## config.mk

```make
export PLATFORM = sky130hd
export DESIGN_NAME = stn_trap_unit
export DESIGN_NICKNAME = d
export VERILOG_FILES = /design/src/logic/stn_vector_arb.v /design/src/logic/stn_trap_unit.v
export VERILOG_INCLUDE_DIRS = /design/src /design/src/logic
export SDC_FILE = /design/constraint.sdc
export NUM_CORES = 1
export LEC_CHECK = 0
export BUFFER_PORTS_ARGS = -buffer_cell sky130_fd_sc_hd__buf_2
export CORE_MARGIN = 2
export CORE_UTILIZATION = 39
export DETAILED_ROUTE_END_ITERATION = 10
export PLACE_DENSITY = 0.73
export SYNTH_ARGS = -nofsm -noshare
export SYNTH_HDL_FRONTEND = slang
export SYNTH_SLANG_ARGS = --single-unit
```

## constraint.sdc

```tcl
create_clock -name clk -period 0.9 [get_ports clk]
set_input_delay 0.09 -clock clk [delete_from_list [all_inputs] [get_ports clk]]
set_output_delay 0.09 -clock clk [all_outputs]
set_load 0.05 [all_outputs]
```

## src/logic/stn_trap_regs.vh

```
// constants for the software trap / non-maskable interrupt unit
`ifndef STN_TRAP_REGS_VH
`define STN_TRAP_REGS_VH

// ****************************************
// opcodes and vector offsets
// ****************************************
`define STN_OP_TRAP         8'h00
`define STN_OP_CLRPND       8'h3D
`define STN_OP_VIS          8'hB4
`define STN_OP_INTERRUPT_RETURN_INSTR         8'h8F
`define STN_OP_RET          8'h8E
`define STN_OP_RETURN_AND_SKIP_INSTR        8'h8D
`define STN_VEC_TRAP        8'hFE
`define STN_VEC_EXT         8'hFA
`define STN_VEC_DEFAULT     8'hE0
`define STN_VEC_HI_OFS      8'hFE
`define STN_VEC_LO_OFS      8'hFF

// ****************************************
// stack and memory limits
// ****************************************
`define STN_STACK_LIMIT     12'h06F
`define STN_PC_LAST         15'h7FFF
`define STN_PROG_SIZE       16'h8000

// ****************************************
// status register fields and reset value
// ****************************************
`define STN_PSW_GIE         0
`define STN_PSW_EXT_IRQ_ENABLE        1
`define STN_PSW_EXT_IRQ_PENDING       3
`define STN_PSW_RESET       8'h00

// ****************************************
// sideband register port offsets
// ****************************************
`define STN_ADDR_PSW        4'h0
`define STN_ADDR_STATUS     4'h1

`endif

```

## src/logic/stn_vector_arb.v

```verilog
// vector arbitration for the vector-select instruction
`timescale 1ns/1ps
`include "stn_trap_regs.vh"

module stn_vector_arb
(
    input  wire       trapPend,
    input  wire       extReq,
    output reg  [7:0] vecLow,
    output reg        maskBlocked
);

    // trap first, then external, then the default slot
    always @*
    begin
        maskBlocked = trapPend;
        if (trapPend)
            vecLow = `STN_VEC_TRAP;
        else if (extReq)
            vecLow = `STN_VEC_EXT;
        else
            vecLow = `STN_VEC_DEFAULT;
    end

endmodule // stn_vector_arb

```

## src/logic/stn_trap_unit.v

```verilog
// software trap and external interrupt control inside the cpu interrupt unit
`timescale 1ns/1ps
`include "stn_trap_regs.vh"

module stn_trap_unit
(
    input  wire        clk,
    input  wire        rstn,
    // fetch and decode side
    input  wire        irLoad,
    input  wire [7:0]  fetchByte,
    input  wire        fetchValid,
    input  wire [14:0] opAddr,
    input  wire        execValid,
    input  wire [7:0]  execOp,
    input  wire [14:0] stackRetAddr,
    input  wire [11:0] stackPtr,
    input  wire        stackPop,
    input  wire [14:0] vectorWord,
    // external interrupt request pin
    input  wire        extPin,
    // register port
    input  wire [3:0]  regAddr,
    input  wire [7:0]  regWrData,
    input  wire        regWr,
    input  wire        regRd,
    output reg  [7:0]  regRdData,
    // cpu control outputs
    output reg  [7:0]  irByte,
    output reg         trapTaken,
    output reg  [14:0] pushAddr,
    output reg         pushValid,
    output reg         pcLoad,
    output reg  [14:0] pcValue,
    output reg  [7:0]  visLow,
    output reg         irqAccept,
    output reg         trapPending
);

    // ****************************************
    // state
    // ****************************************
    reg         trapFlag;
    reg  [7:0]  processor_status_reg;
    reg         extSync1;
    reg         extSync2;
    reg         extLast;
    wire [7:0]  vecLow;
    wire        maskBlocked;
    wire [7:0]  decodedByte;
    wire        isTrap;
    wire        isClear;
    wire        isReti;
    wire        isVis;
    wire        extReq;
    wire        stackUnder;
    wire        extEdge;

    // absent memory reads as zero, which decodes as a trap
    assign decodedByte = fetchValid ? fetchByte : `STN_OP_TRAP;
    assign isTrap      = irLoad && (decodedByte == `STN_OP_TRAP);
    assign isClear     = execValid && (execOp == `STN_OP_CLRPND);
    assign isReti      = execValid && (execOp == `STN_OP_INTERRUPT_RETURN_INSTR);
    assign isVis       = execValid && (execOp == `STN_OP_VIS);
    assign stackUnder  = stackPop && (stackPtr > `STN_STACK_LIMIT);
    assign extEdge     = extSync2 && !extLast;

    // external source needs its enable and the global enable
    assign extReq = processor_status_reg[`STN_PSW_EXT_IRQ_PENDING] && processor_status_reg[`STN_PSW_EXT_IRQ_ENABLE]
                    && processor_status_reg[`STN_PSW_GIE];

    stn_vector_arb u_arb
    (
        .trapPend    (trapFlag),
        .extReq      (extReq),
        .vecLow      (vecLow),
        .maskBlocked (maskBlocked)
    );

    // ****************************************
    // pin synchroniser
    // ****************************************
    // two stages before the edge detector sees the pin
    always @(posedge clk or negedge rstn)
    begin
        if (!rstn)
        begin
            extSync1 <= 1'b0;
            extSync2 <= 1'b0;
            extLast  <= 1'b0;
        end
        else
        begin
            extSync1 <= extPin;
            extSync2 <= extSync1;
            extLast  <= extSync2;
        end
    end

    // ****************************************
    // trap pending flag
    // ****************************************
    // no register address reaches this flag; only decode and clear touch it.
    // a trap in the same cycle as a clear wins so the event is not lost.
    always @(posedge clk or negedge rstn)
    begin
        if (!rstn)
            trapFlag <= 1'b0;
        else if (isTrap)
            trapFlag <= 1'b1;
        else if (isClear)
            trapFlag <= 1'b0;
    end

    // ****************************************
    // status register
    // ****************************************
    // the trap never writes the global enable; acceptance and return do
    always @(posedge clk or negedge rstn)
    begin
        if (!rstn)
            processor_status_reg <= `STN_PSW_RESET;
        else
        begin
            if (regWr && regAddr == `STN_ADDR_PSW)
                processor_status_reg <= regWrData;
            if (extEdge)
                processor_status_reg[`STN_PSW_EXT_IRQ_PENDING] <= 1'b1;                   // set beats clear
            if (isReti)
                processor_status_reg[`STN_PSW_GIE] <= 1'b1;
            else if (extReq && !maskBlocked && !isTrap)
                processor_status_reg[`STN_PSW_GIE] <= 1'b0;
        end
    end

    // ****************************************
    // cpu control outputs
    // ****************************************
    always @(posedge clk or negedge rstn)
    begin
        if (!rstn)
        begin
            irByte      <= 8'h00;
            trapTaken   <= 1'b0;
            pushAddr    <= 15'h0000;
            pushValid   <= 1'b0;
            pcLoad      <= 1'b0;
            pcValue     <= 15'h0000;
            visLow      <= 8'h00;
            irqAccept   <= 1'b0;
            trapPending <= 1'b0;
        end
        else
        begin
            trapPending <= isTrap | (trapFlag & ~isClear);
            if (irLoad)
                irByte <= decodedByte;
            trapTaken <= isTrap;
            // the return address is the trap opcode itself
            pushValid <= isTrap || (extReq && !maskBlocked && !isTrap);
            pushAddr  <= opAddr;
            // maskable acceptance is held off while a trap is pending
            irqAccept <= extReq && !maskBlocked && !isTrap;
            if (isVis)
                visLow <= vecLow;
            if (stackUnder)
            begin
                pcLoad  <= 1'b1;
                pcValue <= `STN_PC_LAST;
            end
            else if (isReti)
            begin
                pcLoad  <= 1'b1;
                pcValue <= stackRetAddr;
            end
            else if (isVis)
            begin
                pcLoad  <= 1'b1;
                pcValue <= vectorWord;
            end
            else
                pcLoad  <= 1'b0;
        end
    end

    // ****************************************
    // register read port
    // ****************************************
    // the trap flag is deliberately absent from the readable map
    always @(posedge clk or negedge rstn)
    begin
        if (!rstn)
            regRdData <= 8'h00;
        else if (regRd)
        begin
            case (regAddr)
                `STN_ADDR_PSW:    regRdData <= processor_status_reg;
                `STN_ADDR_STATUS: regRdData <= {7'h00, extSync2};
                default:          regRdData <= 8'h00;
            endcase
        end
        else
            regRdData <= 8'h00;
    end

endmodule // stn_trap_unit

```

# Word level (Yosys, flattened, before mapping)
# Cells that the tools add are included.
[word_totals]
reg_bits = 71
elab_cells = 63
[classes]
magnitude_cmp = 1
n_eq_ne = 4
muxes = 17
n_bitwise = 3
reduce_logical = 21
[ops]
columns = ["op", "count"]
rows = [
  ["15-bit 2-to-1 mux", 3],
  ["8-bit 2-to-1 mux", 3],
  ["8-bit equality test (second input constant)", 2],
  ["8-bit one-hot mux with 2 select lines", 1],
  ["12-bit by 7-bit greater-than comparator with 1-bit output (second input constant)", 1],
  ["1-bit logical AND", 11],
  ["8-bit by 6-bit equality test with 1-bit output (second input constant)", 1],
  ["8-bit zero test", 1],
  ["1-bit 2-to-1 mux", 8],
  ["3-bit nonzero test", 2],
  ["5-bit 2-to-1 mux", 1],
  ["4-bit by 1-bit equality test with 1-bit output (second input constant)", 1],
  ["4-bit zero test", 1],
  ["4-bit 2-to-1 mux", 1],
  ["2-bit nonzero test", 2],
  ["1-bit zero test", 3],
  ["1-bit bitwise AND", 1],
  ["1-bit logical OR", 1],
  ["1-bit NOT", 1],
  ["1-bit bitwise OR", 1],
]

# Longest topological paths before layout
# Gate-level depths: netlist of run 1.
[depth]
word_depth = 7
mapped_depth = 7

# Modules after synthesis
# A second synthesis of run 1 with hierarchy kept.
[unflattened]
cells_unflattened = 240
area_unflattened_um2 = 2860.2
[by_module_without_submodules]
columns = ["mod", "instances", "cells_each", "area_per_inst_um2", "seq_area_each_um2"]
rows = [
  ["stn_trap_unit", 1, 229, 2786.4, 1776.7],
  ["stn_vector_arb", 1, 11, 73.8, 0.0],
]

# Worst setup path before layout of run 1
# No wires, ideal clock.
[synth_path]
path_kind = "input to register"
from = "in stackPtr[9]"
to = "reg pcValue[10]"
setup_time_ns = 0.134
t_arrival_ns = 1.299
t_required_ns = 0.766
slack_ns = -0.532
path_stages = 5
path_buffers = 1
cell_sequence = "or4_1 a311o_1 nand2_1 buf_2 o211ai_1"
[synth_via]
elab_chain_cells = 3
[synth_rtl]
columns = ["item", "line_no", "text"]
rows = [
  ["start: declaration", "stn_trap_unit.v:17", "input wire [11:0] stackPtr,"],
  ["12-bit by 7-bit greater-than comparator with 1-bit output (no line) (*)", "--", ""],
  ["1-bit logical AND (*)", "stn_trap_unit.v:65", "assign stackUnder = stackPop && (stackPtr > `STN_STACK_LIMIT);"],
  ["3-bit nonzero test (no line) or 15-bit 2-to-1 mux (tied branches)", "--", ""],
  ["end signal: assignment", "stn_trap_unit.v:169", "pcValue <= `STN_PC_LAST;"],
  ["end signal: assignment", "stn_trap_unit.v:174", "pcValue <= stackRetAddr;"],
  ["end signal: assignment", "stn_trap_unit.v:179", "pcValue <= vectorWord;"],
  ["end: declaration", "stn_trap_unit.v:34", "output reg [14:0] pcValue,"],
]
# Every way passes the cells marked *; elsewhere a longest branch is shown, timed or not.
# A chain may end at the register's enable or synchronous reset.

# Worst setup path in the final report of run 1
[layout_path]
from = "in execOp[1]"
to = "reg pcValue[8]"
[layout_via]
elab_chain_cells = 4
[layout_rtl]
columns = ["item", "line_no", "text"]
rows = [
  ["start: declaration", "stn_trap_unit.v:15", "input wire [7:0] execOp,"],
  ["8-bit equality test (no line)", "--", ""],
  ["1-bit logical AND", "stn_trap_unit.v:63", "assign isReti = execValid && (execOp == `STN_OP_INTERRUPT_RETURN_INSTR);"],
  ["15-bit 2-to-1 mux", "stn_trap_unit.v:171", "else if (isReti)"],
  ["15-bit 2-to-1 mux", "stn_trap_unit.v:166", "if (stackUnder)"],
]
# Parallel ways exist; a longest one is shown, timed or not.

==> results of run 1 <==
==> cell type report <==
| type | count | area share, % |
|---|---|---|
| Sequential cell | 66 | 35.3 |
| Multi-Input combinational cell | 117 | 19.6 |
| Clock inverter | 7 | 1.47 |
| Clock buffer | 9 | 2.64 |
| Tap cell | 77 | 2.06 |
| Timing Repair Buffer | 214 | 38.1 |
| Inverter | 10 | 0.801 |
==> cell families after synthesis <==
family | count (synthesis)
AOI/OAI and AO/OA | 31
buffers and inverters | 23
DFF | 66
muxes | 25
and+or+nand+nor | 59
other | 1
==> worst max-delay path: stages <==
cell and delay, ns:
sky130_fd_sc_hd__buf_8 0.10, sky130_fd_sc_hd__nand4b_4 0.16, sky130_fd_sc_hd__or4b_4 0.49, sky130_fd_sc_hd__a21o_4 0.25, sky130_fd_sc_hd__clkbuf_16 0.18, sky130_fd_sc_hd__nand2_1 0.08
sky130_fd_sc_hd__o211ai_1 0.11
==> per-layer routing <==
metal  vias up  part of all wire [%]
li1       1134                     -
met1      1200                    37
met2        80                    57
met3        16                   3.8
met4         0                   2.5
met5         -                     0
==> what timing repair did <==
action	4_1_cts	5_1_grt
setup buffers	4	9
hold buffers	28	0
pin swaps	2	12
hold endpoints to repair	93	0
setup endpoints to repair	78	78
gates cloned	1	2
resized for setup	122	26
==> report_power, final <==
part           switching [mW]  internal, mW
Clock                    1.16          1.27
Combinational           0.765         0.669
Sequential              0.111          3.14
Total                    2.04          5.08
==> cell usage after synthesis (all sizes together) <==
cell,n,area (um2)
mux2i,18,180
a31oi,1,6.26
nor3,2,10.0
o211ai,15,113
a311o,1,10.0
nand2,25,93.8
nand4b,1,23.8
nor4,2,12.5
inv,10,37.5
a21o,1,7.51
and3,1,6.26
nand3b,1,7.51
nand3,10,50.1
o21ai,11,55.1
nor2,5,18.8
o41ai,1,8.76
or4,1,7.51
nand4,1,12.5
or4b,1,10.0
mux2,7,78.8
clkbuf,3,11.3
dfrtp,66,1650
nand2b,2,12.5
conb,1,3.75
buf,10,77.6
o22ai,1,6.26
and2,7,43.8
==> worst max path at each step <==
stage	start	end	slack (ns)	cells past startpoint
CTS	execOp[1]	pcValue[12]	-0.26	7
global route	execOp[1]	pcValue[8]	-0.37	7
global placement	stackPtr[9]	pcValue[7]	-0.59	5
detailed placement	stackPtr[9]	pcValue[13]	-0.65	5
finish	execOp[1]	pcValue[8]	-0.36	7
floorplan	execOp[1]	pcValue[10]	-0.43	6
==> results.txt, run 1 <==
The final HPWL from detailed placement came out at 4820 um. The worst hold path belongs to the class input port to flip-flop. The level count of the clock H-tree came out at 3.

The diode insertion count for antenna repair came out at 0. The category of the critical setup timing path is input port to flip-flop. TritonCTS built the clock tree. Clock-pin slew was measured on the worst setup and hold paths at 0.07 ns. The post-route clock period utilization came out at 140%. The cell area after placement is 3560 um2. The number of setup violations in the final report came out at 77.

The post-route non-filler standard cell count is 500. The Yosys step of the flow raised 0 warnings. After routing, the total negative slack on setup checks comes to -9.39 ns. The worst path setup slack after routing is -0.363 ns.

The global routing stage identified its most utilized layer as met2. The final count of pins violating max slew is 0. Global routing consumed, over all layers together, 20.5% of the routing resources.

Global routing consumed, on the met1 layer, 23.7% of the routing resources. The power density over the cells is 1520 nW/um2. The share of synthesized cell area in and, or, nand and nor gates came out at 12.1%. The static leakage power is 2.42 nW. The share of synthesized area occupied by flip-flops and latches came out at 64.6%. The total count of hold-check failures in the final report was 0. In this run the critical register-to-register path is launched from processor_status_reg[0]. Once the floorplan was initialized, standard cells occupied 40.3% of the core. The clock latency on the worst-skew pair is 0.34 ns. The number of port buffers is 147. The multi-input combinational cell area came out at 917 um2.

The largest net degree at the start of global routing is 32. Of the cells placed in the final design, the portion with a size suffix greater than 1 is 54.8%. In this run the most critical hold path is launched from fetchByte[4]. The unique cell type count in the Yosys netlist is 29.

The largest clock skew in the final design is 0.00500 ns. The area of the die is 7220 um2. The share of the synthesized area in compound gates (AO/OA/AOI/OAI) came out at 8.08%. The chip height came out at 85.0 um. The post-synthesis average cell area came out at 12.5 um2. The total grt overflow is 0.

Setup repair after global routing could not meet its margin everywhere. For this run, the share of the core covered by cells in the final layout is 73.8%. The routed wire length per instance came out at 15.4 um. The post-detailed-route count of antenna-violating nets is 0. VDD sags by at most 945 uV. The first-pass GRT wire length is 11500 um. The first routing iteration left 99 violations.

The post-synthesis adder-cell area fraction came out at 0%. The shortest period the worst path allows came out at 1.26 ns. The number of nets in the synthesized netlist is 299. The largest driver fanout on the critical path came out at 15. The deepest clock path buffer count is 2. The tree built by TritonCTS fans out to 66 sinks. The number of synthesized register bits is 66.

The number of antenna violations at the first check in global routing came out at 0. Hold timing on the final database bottoms out at a slack of 0.0203 ns. The number of global-route vias before repair came out at 2422. The worst reg-to-reg setup slack is -0.05 ns. Static timing analysis puts the maximum clock frequency at 0.792 GHz. The worst setup path is captured at a flip-flop. The synthesized instance count is 205. The final reports fail on setup timing. The mean number of vias per cell came out at 4.86. Relative to the synthesized area, the layout overhead comes to 83.2%. By area, the combinational part of the netlist is dominated by simple AND/OR/NAND/NOR gates.

The end point of the most critical hold path is irByte[4]. At the end of routability-driven placement, the weighted congestion stood at 0.755. The number of cells on the worst hold path came out at 3. The met2 usage is 36.2%. The required time reported for the critical path endpoint is 1.10 ns. The net count of the finished layout is 512. The flow ran to the end, but the final reports show violations. The I/O pin total came out at 153. The library cell used most frequently in the layout, excluding fill and tap cells, is sky130_fd_sc_hd__buf_2. The depth of the worst register-to-register path is 3. The synthesized netlist devotes 0% of its cell area to XOR and XNOR gates.

The sequential cells in the finished layout cover a total of 1660 um2. The detailed-routing iteration count for the pre-antenna-repair pass came out at 4. The reg-to-reg endpoint is processor_status_reg[0]. Once layout is done, the placed cells without fillers occupy 4680 um2. The met3 usage came out at 3.11%. The arrival time at the worst endpoint came out at 1.47 ns. The via total after detailed routing is 2430. The cell area that synthesis handed to floorplanning was 2560 um2. The die outline width is 85.0 um. In the final layout, the registers with the most flip-flops are pcValue: 15 flops, pushAddr: 15 flops. The post-detailed-route DRC marker count came out at 0. Summed over all layers, the routed wires come to 7720 um. In the layout the commonest cells are sky130_fd_sc_hd__buf_2, sky130_fd_sc_hd__dfrtp_1, sky130_fd_sc_hd__buf_6.

The root buffer cell chosen for the clock tree is sky130_fd_sc_hd__clkbuf_8. The CTS buffer count came out at 9. After floorplanning, the core was sized to cover 6350 um2. The number of max-cap violations is 0. The count of standard-cell rows came out at 29. The count of filler cells inserted in the layout is 425. The post-route total power is 7.12 mW. The number of placed instances with taps included came out at 440. STA classifies the critical path startpoint as an input port. The proportion of synthesized area in mux cells is 10.1%. The worst slack after detailed placement is -0.649 ns.
(Power assumes the default switching activity.)
==> run 2, diff against run 1 <==
Settings changed: CORE_UTILIZATION 39 to 40, CTS_BUF_LIST from default to sky130_fd_sc_hd__clkbuf_2, PLACE_DENSITY 0.73 to 0.75.
Clock period 0.9 ns to 1.15 ns, I/O delays scaled along.
==> run 2 against run 1 <==
  * The run still ends with setup timing left
  * Die area is 2.4% lower
  * Global-route usage increased by 3.1 points
  * Sequential power fell by 22%
  * Sequential share of layout area is 1.4 points lower
  * Non-clock buffer count increased by 41
  * Clock power fell by 34%
  * Critical path depth is 6 lower
  * Utilization up 3.8 points
  * First-iteration DRC count is 16% higher
  * Cell area is 3.9% higher
  * Largest cell class unchanged
==> results.txt, run 2 (synthesis gave the netlist of run 1 again) <==
Outcome: finished, violations left (unchanged). Violated checks: setup timing (unchanged). The I/O pin total is 153 (unchanged). The post-route non-filler standard cell count came out at 540 (was 500).

The diode insertion count for antenna repair was 0 (unchanged). The number of placed instances with taps included came out at 431 (was 440). The TritonCTS clock tree is done (unchanged). The type of destination of the critical path is a primary output (was flip-flop). The die outline width is 83.9 um (was 85.0 um). The post-layout utilization of the core is 77.5% (was 73.8%). The kind of cell with the highest combined delay on the critical path is flip-flops (was simple AND/OR/NAND/NOR gates). The worst-path cell with the longest stage delay was sky130_fd_sc_hd__dfrtp_1 (was sky130_fd_sc_hd__or4b_4). The CTS buffer count came to 9 (unchanged). The largest driver fanout on the critical path is 4 (was 15). The kind of start point of the critical path is a flip-flop (was input port). The category of the critical setup timing path was flip-flop to primary output (was input port to flip-flop). The total global routing track utilization came out at 23.6% (was 20.5%). The number of max-cap violations came out at 0 (unchanged). The number of global-route vias before repair is 2750 (was 2422). The number of antenna violations at the first check in global routing is 0 (unchanged).

The summed negative setup slack over all endpoints is -2.15 ns (was -9.39 ns). The length of routed met3 wiring came out at 358 um (was 291 um). The post-detailed-route count of antenna-violating nets came out at 0 (unchanged). The ratio of cells with drive above 1 in the final layout came out at 45.4% (was 54.8%). The wire length after detailed routing came to 8770 um (was 7720 um).

The area of the die came to 7050 um2 (was 7220 um2). The largest net degree at the start of global routing is 67 (was 32). The DRC marker count from the first detailed-route iteration is 115 (was 99).

The count of filler cells inserted in the layout is 376 (was 425). The clock latency on the worst-skew pair is 0.48 ns (was 0.34 ns). The worst hold slack after final layout came out at 0.0542 ns (was 0.0203 ns).

The level count of the clock H-tree was 3 (unchanged). The peak supply drop came out at 874 uV (was 945 uV). The via total after detailed routing is 2677 (was 2430). The top routing layer in use is met4 (unchanged).

The post-route total power came out at 5.34 mW (was 7.12 mW). The clock transition at the register clock pins on the worst setup and hold paths after CTS is 0.18 ns (was 0.07 ns). The post-detailed-route DRC marker count came out at 0 (unchanged). The power density over the cells is 1100 nW/um2 (was 1520 nW/um2).

The arrival time at the worst endpoint came to 1.13 ns (was 1.47 ns). The core area came to 6280 um2 (was 6350 um2). The detailed-routed wire length on met2 is 4990 um (was 4380 um). The number of port buffers is 147 (unchanged). The number of nets in the finished design came out at 552 (was 512). The upper clock frequency limit is 0.805 GHz.

The worst path setup slack after routing was -0.0920 ns (was -0.363 ns). The count of standard-cell rows came out at 29 (unchanged). The final HPWL from detailed placement is 4490 um (was 4820 um). The chip height came out at 83.9 um (was 85.0 um). The static leakage power is 2.52 nW (was 2.42 nW).

Registers with the most flip-flops: pcValue: 15 flops, pushAddr: 15 flops (unchanged). The area added between synthesis and finish came out at 90.4% (was 83.2%). The count of buffering cells on the critical path with inverters included came out at 1 (was 2).

The CTS root buffer is sky130_fd_sc_hd__clkbuf_2 (was sky130_fd_sc_hd__clkbuf_8). The routed wire length per instance came out at 16.2 um (was 15.4 um). The final critical path takes up 108% of the cycle.

The initial core utilization is 40.7% (was 40.3%). The final weighted congestion in routability-driven placement came to 0.711 (was 0.755). The detailed-routing iteration count for the pre-antenna-repair pass is 6 (was 4). The total grt overflow came to 0 (unchanged). The final count of pins violating max slew is 0 (unchanged). The required time reported for the critical path endpoint is 1.03 ns (was 1.10 ns). The most common library cell in the layout ignoring fill and taps is sky130_fd_sc_hd__buf_2 (unchanged).

The met1 layer wirelength in the final routing is 3120 um (was 2860 um). The shortest period the worst path allows is 1.24 ns. The deepest clock path buffer count came out at 2 (unchanged). Commonest cells after routing, fill and taps aside: sky130_fd_sc_hd__buf_2, sky130_fd_sc_hd__dlygate4sd3_1, sky130_fd_sc_hd__dfrtp_1 (was sky130_fd_sc_hd__buf_2, sky130_fd_sc_hd__dfrtp_1, sky130_fd_sc_hd__buf_6). The path type of the worst min-delay path is input port to flip-flop (unchanged). The number of setup violations in the final report is 58 (was 77). The total count of hold-check failures in the final report is 0 (unchanged).

The number of sinks handled by clock tree synthesis came out at 66 (unchanged). The first-pass GRT wire length came out at 12900 um (was 11500 um). Unrepaired setup endpoints after global routing: true (unchanged). The largest clock skew in the final design is 0.0149 ns (was 0.00500 ns). The delay of the slowest critical-path stage is 0.45 ns (was 0.49 ns). Cell-by-cell listing of the critical path: buf_4 (was buf_8 -> nand4b_4 -> or4b_4 -> a21o_4 -> clkbuf_16 -> nand2_1 -> o211ai_1).

The mean number of vias per cell came out at 4.96 (was 4.86).
run 2: cell count changes in the layout (fill, tap and decap cells not counted), sizes merged:
cell / delta
clkbuf: -1
bufinv: +1
clkinvlp: -1
dlygate4sd3: +49
clkinv: -1
buf: -6
nand2: -1
run 2: through the flow:
step	setup WS, ns	area, um2
CTS	-0.130	4740
floorplan	-0.204	2570
finish	-0.0920	4870
detailed placement	-0.417	3450
global placement	-0.362	3450
global route	-0.135	4870
run 2: final cells by class:
cell class / count / area [um2] / share of cell area [%]
Timing Repair Buffer: 255 / 2120 / 43.6
Inverter: 10 / 37.5 / 0.771
Clock inverter: 6 / 90.1 / 1.85
Multi-Input combinational cell: 116 / 820 / 16.8
Tap cell: 77 / 96.3 / 1.98
Sequential cell: 66 / 1650 / 33.9
Clock buffer: 10 / 50.0 / 1.03
run 2: where the power goes:
| part | internal [mW] | switching (mW) |
|---|---|---|
| registers | 2.46 | 0.0887 |
| clock network | 0.737 | 0.870 |
| logic | 0.572 | 0.614 |
run 2: worst paths after layout:
path / start / end / slack (ns) / cells past startpoint
worst max-delay path: visLow[4] / visLow[1] / -0.09 / 1
worst min-delay path: irLoad / irByte[7] / 0.05 / 4
worst max register to register: processor_status_reg[0] / processor_status_reg[0] / 0.12 / 3
worst min register to register: extSync1 / extSync2 / 0.38 / 0
max in group asynchronous: rstn / extLast / 0.73 / 3
min in group asynchronous: rstn / visLow[6] / 0.15 / 3
run 2: repair_timing:
action	CTS	global route
hold buffers	76	2
endpoints found under the setup margin	58	69
pin swaps	0	3
gates cloned	0	1
buffers inserted	6	10
hold endpoints to repair	117	6
resized for setup	110	10
run 2: per-layer routing:
metal	global-route usage, %	vias to the layer above
li1	-	1214
met1	23.8	1311
met2	45.7	119
met3	3.76	33
met4	12.8	0
met5	0	-
==> run 3, diff against run 2 <==
Settings changed: ABC_AREA from default to 1, CAP_MARGIN from default to 20, CORE_ASPECT_RATIO from default to 1.5, CORE_UTILIZATION 40 to 42, PLACE_DENSITY 0.75 to 0.76.
==> run 3 against run 2 <==
  * The run ends with hold timing, setup timing left
  * Clock skew shrank 0.00076 ns
  * Synthesized cell count is 47% higher
  * First-iteration DRC count grew 77%
  * Non-clock buffer count down 4
  * Clock power down 22%
  * Cell area increased by 4.2%
  * Utilization rose by 0.63 points
  * Cell count is 16% higher
  * Sequential power rose by 4%
  * Highest routed layer unchanged
==> results.txt, run 3 <==
The mean number of vias per cell came out at 4.98 (was 4.96). The post-detailed-route count of antenna-violating nets is 0 (unchanged). The TritonCTS clock tree is done (unchanged).

The area of the die is 7390 um2 (was 7050 um2). The total grt overflow is 0 (unchanged). The CTS root buffer is sky130_fd_sc_hd__clkbuf_2 (unchanged). The peak supply drop is 604 uV (was 874 uV). The shortest period the worst path allows came out at 1.23 ns (was 1.24 ns). The post-route non-filler standard cell count came to 628 (was 540).

The post-route total power is 5.57 mW (was 5.34 mW). The kind of cell with the highest combined delay on the critical path is flip-flops (unchanged). Outcome: finished, violations left (unchanged). Violated checks: hold timing, setup timing (was setup timing). The category of the critical setup timing path is flip-flop to primary output (unchanged). The post-route clock period utilization came out at 107% (was 108%). The post-synthesis net count is 395 (was 299). The count of filler cells inserted in the layout came out at 387 (was 376). Cell-by-cell listing of the critical path: buf_6 (was buf_4).

The leading area contributor after synthesis is sky130_fd_sc_hd__dfrtp_1 (unchanged). The power density over the cells is 1100 nW/um2 (about the same). The delay of the slowest critical-path stage was 0.48 ns (was 0.45 ns). The fraction of synthesis flops using an asynchronous set or reset pin is 100% (unchanged). The CTS buffer count is 9 (unchanged). The upper clock frequency limit was 0.811 GHz (was 0.805 GHz).

Top cells by count, synth: sky130_fd_sc_hd__nand2_1, sky130_fd_sc_hd__dfrtp_1, sky130_fd_sc_hd__nand3_1, sky130_fd_sc_hd__inv_1, sky130_fd_sc_hd__nor2_1 (was sky130_fd_sc_hd__dfrtp_1, sky130_fd_sc_hd__nand2_1, sky130_fd_sc_hd__mux2i_1, sky130_fd_sc_hd__o211ai_1, sky130_fd_sc_hd__o21ai_0). The first-pass GRT wire length is 15500 um (was 12900 um). The type of destination of the critical path is a primary output (unchanged). The worst slack after detailed placement came out at -0.113 ns (was -0.417 ns).

The path type of the worst min-delay path is input port to flip-flop (unchanged). The post-synthesis average cell area came out at 9.35 um2 (was 12.5 um2). The number of max-cap violations is 0 (unchanged).

The worst-path cell with the longest stage delay was sky130_fd_sc_hd__dfrtp_2 (was sky130_fd_sc_hd__dfrtp_1). The clock transition at the register clock pins on the worst setup and hold paths after CTS came out at 0.19 ns (was 0.18 ns). The number of enable flip-flop cells after synthesis came out at 0 (unchanged).

The die outline width is 70.8 um (was 83.9 um). The total global routing track utilization came out at 27.3% (was 23.6%). The number of sinks handled by clock tree synthesis is 66 (unchanged). The worst path setup slack after routing was -0.0833 ns (was -0.0920 ns). The number of setup violations in the final report came out at 48 (was 58). The detailed-routing iteration count for the pre-antenna-repair pass came out at 4 (was 6). The arrival time at the worst endpoint was 1.12 ns (was 1.13 ns). The final weighted congestion in routability-driven placement came out at 0.783 (was 0.711). The most common library cell in the layout ignoring fill and taps is sky130_fd_sc_hd__nand2_1 (was sky130_fd_sc_hd__buf_2). The share of synthesized area occupied by flip-flops and latches is 58.7% (was 64.6%). The synthesized instance count is 301 (was 205). The largest driver fanout on the critical path came out at 4 (unchanged).

The cell area after placement is 3730 um2 (was 3450 um2). The Yosys warning count is 0 (unchanged). The largest net degree at the start of global routing came to 34 (was 67). The kind of start point of the critical path is a flip-flop (unchanged).

Registers with the most flip-flops: pcValue: 15 flops, pushAddr: 15 flops (unchanged). The cell with the most instances after synthesis is sky130_fd_sc_hd__nand2_1 (was sky130_fd_sc_hd__dfrtp_1). The number of placed instances with taps included is 524 (was 431).

The area added between synthesis and finish is 80.0% (was 90.4%). The I/O pin total is 153 (unchanged). The required time reported for the critical path endpoint came out at 1.03 ns (about the same). The number of antenna violations at the first check in global routing is 1 (was 0). The via total after detailed routing came out at 3130 (was 2677). The routed wire length per instance is 16.3 um (was 16.2 um). The largest clock skew in the final design is 0.0141 ns (was 0.0149 ns). The deepest clock path buffer count came out at 2 (unchanged). The initial core utilization is 43.4% (was 40.7%). The multi-input combinational cell area came out at 971 um2 (was 820 um2). The ratio of cells with drive above 1 in the final layout is 41.6% (was 45.4%). The unique cell type count in the Yosys netlist came out at 27 (was 29). The number of synthesized register bits is 66 (unchanged). Area contributors post-synth: sky130_fd_sc_hd__dfrtp_1, sky130_fd_sc_hd__nand2_1, sky130_fd_sc_hd__nand3_1, sky130_fd_sc_hd__nand3_2, sky130_fd_sc_hd__inv_1 (was sky130_fd_sc_hd__dfrtp_1, sky130_fd_sc_hd__mux2i_1, sky130_fd_sc_hd__o211ai_1, sky130_fd_sc_hd__nand2_1, sky130_fd_sc_hd__mux2_2).

The worst hold slack after final layout is -0.0287 ns (was 0.0542 ns). The post-detailed-route DRC marker count came out at 0 (unchanged). The number of port buffers came to 147 (unchanged). The chip height came to 104 um (was 83.9 um). The core area came out at 6490 um2 (was 6280 um2). The DRC marker count from the first detailed-route iteration is 204 (was 115). The final HPWL from detailed placement is 5150 um (was 4490 um).

The total count of hold-check failures in the final report was 4 (was 0). The wire length after detailed routing is 10200 um (was 8770 um). Unrepaired setup endpoints after global routing: true (unchanged). The clock latency on the worst-skew pair is 0.47 ns (was 0.48 ns).

The area taken by flip-flops and latches came to 1650 um2 (about the same). The final design area excluding fillers is 5070 um2 (was 4870 um2). The dominant synthesized flop cell is sky130_fd_sc_hd__dfrtp_1 (unchanged).

The count of standard-cell rows came to 36 (was 29). The static leakage power came out at 2.64 nW (was 2.52 nW). Commonest cells after routing, fill and taps aside: sky130_fd_sc_hd__nand2_1, sky130_fd_sc_hd__buf_2, sky130_fd_sc_hd__dlygate4sd3_1 (was sky130_fd_sc_hd__buf_2, sky130_fd_sc_hd__dlygate4sd3_1, sky130_fd_sc_hd__dfrtp_1). The top cell type's share of synthesized area came to 58.7% (was 64.6%). The level count of the clock H-tree is 3 (unchanged). The cell area after synthesis was 2820 um2 (was 2560 um2). The count of buffering cells on the critical path with inverters included is 1 (unchanged). The final count of pins violating max slew came out at 0 (unchanged). The number of global-route vias before repair came out at 3391 (was 2750). The number of nets in the finished design was 642 (was 552).
## run 3: cell count changes in the layout (fill, tap and decap cells not counted), sizes merged, moves of 3 or more
| cell | change |
|---|---|
| o211ai | -15 |
| nand2 | +69 |
| nand3 | +39 |
| mux2 | -7 |
| dlygate4sd3 | -10 |
| and2 | -7 |
| inv | +15 |
| mux2i | -18 |
| buf | +5 |
| nor2 | +19 |
| a21oi | +3 |
| o21ai | +6 |
## run 3: metrics by stage
stage          utilization [%]  setup TNS (ns)
5_1_grt                   78.1           -5.25
4_1_cts                   77.9           -4.22
6_report                  78.1           -1.31
3_5_place_dp              57.5           -1.05
3_3_place_gp              57.5          -0.375
2_1_floorplan                -               0
## run 3: kinds of logic (layout without fill, tap and decap cells)
logic type / after synthesis / in the layout / share of synthesized area [%]
and+or+nand+nor: 171 / 171 / 29.4
DFF: 66 / 66 / 58.7
buffers and inverters: 41 / 291 / 7.78
other: 1 / 2 / 0.133
AOI/OAI and AO/OA: 22 / 22 / 4.04
## run 3: cell type report
type / instances / share of cell area, %
clock buffers: 9 / 0.889
diodes: 1 / 0.0494
inverters: 26 / 1.97
flip-flops and latches: 66 / 32.6
well taps: 76 / 1.88
clock inverters: 5 / 0.938
repair buffers: 251 / 42.5
multi-input cells: 194 / 19.2
## run 3: worst paths after layout
path	startpoint	to	slack, ns	cells past startpoint
setup / recovery	visLow[6]	visLow[5]	-0.08	1
min in group asynchronous	rstn	trapTaken	0.17	3
hold reg to reg	extSync1	extSync2	0.37	0
max in group asynchronous	rstn	irByte[1]	0.20	3
hold / removal	stackRetAddr[14]	pcValue[14]	-0.03	5
setup reg to reg	processor_status_reg[0]	processor_status_reg[0]	0.19	5
## run 3: what timing repair did
action,in CTS,in global routing
pin swaps,0,4
setup buffers,12,10
resized for setup,110,25
setup endpoints to repair,58,83
hold endpoints to repair,122,3
hold buffers,80,3
## run 3: power by group
part | total, mW | internal (mW) | switching, mW | leakage [nW]
Clock | 1.26 | 0.459 | 0.796 | 0.0625
Sequential | 2.63 | 2.51 | 0.122 | 0.783
Combinational | 1.68 | 0.740 | 0.942 | 1.80
Total | 5.57 | 3.71 | 1.86 | 2.64
## run 3: tightest hold or removal path, stage by stage
cell and delay (ns):
sky130_fd_sc_hd__buf_2 0.07, sky130_fd_sc_hd__nand3_1 0.06, sky130_fd_sc_hd__nand3_1 0.08, sky130_fd_sc_hd__nand2_1 0.05, sky130_fd_sc_hd__nand2_1 0.05
## run 3: per-layer routing
metal  track usage, %  routed length (um)  vias up
met5                0                   0        -
met4             21.3                 729        0
met3             6.20                 543       65
met2             47.4                5490      167
met1             27.1                3450     1451
li1                 -                   -     1447
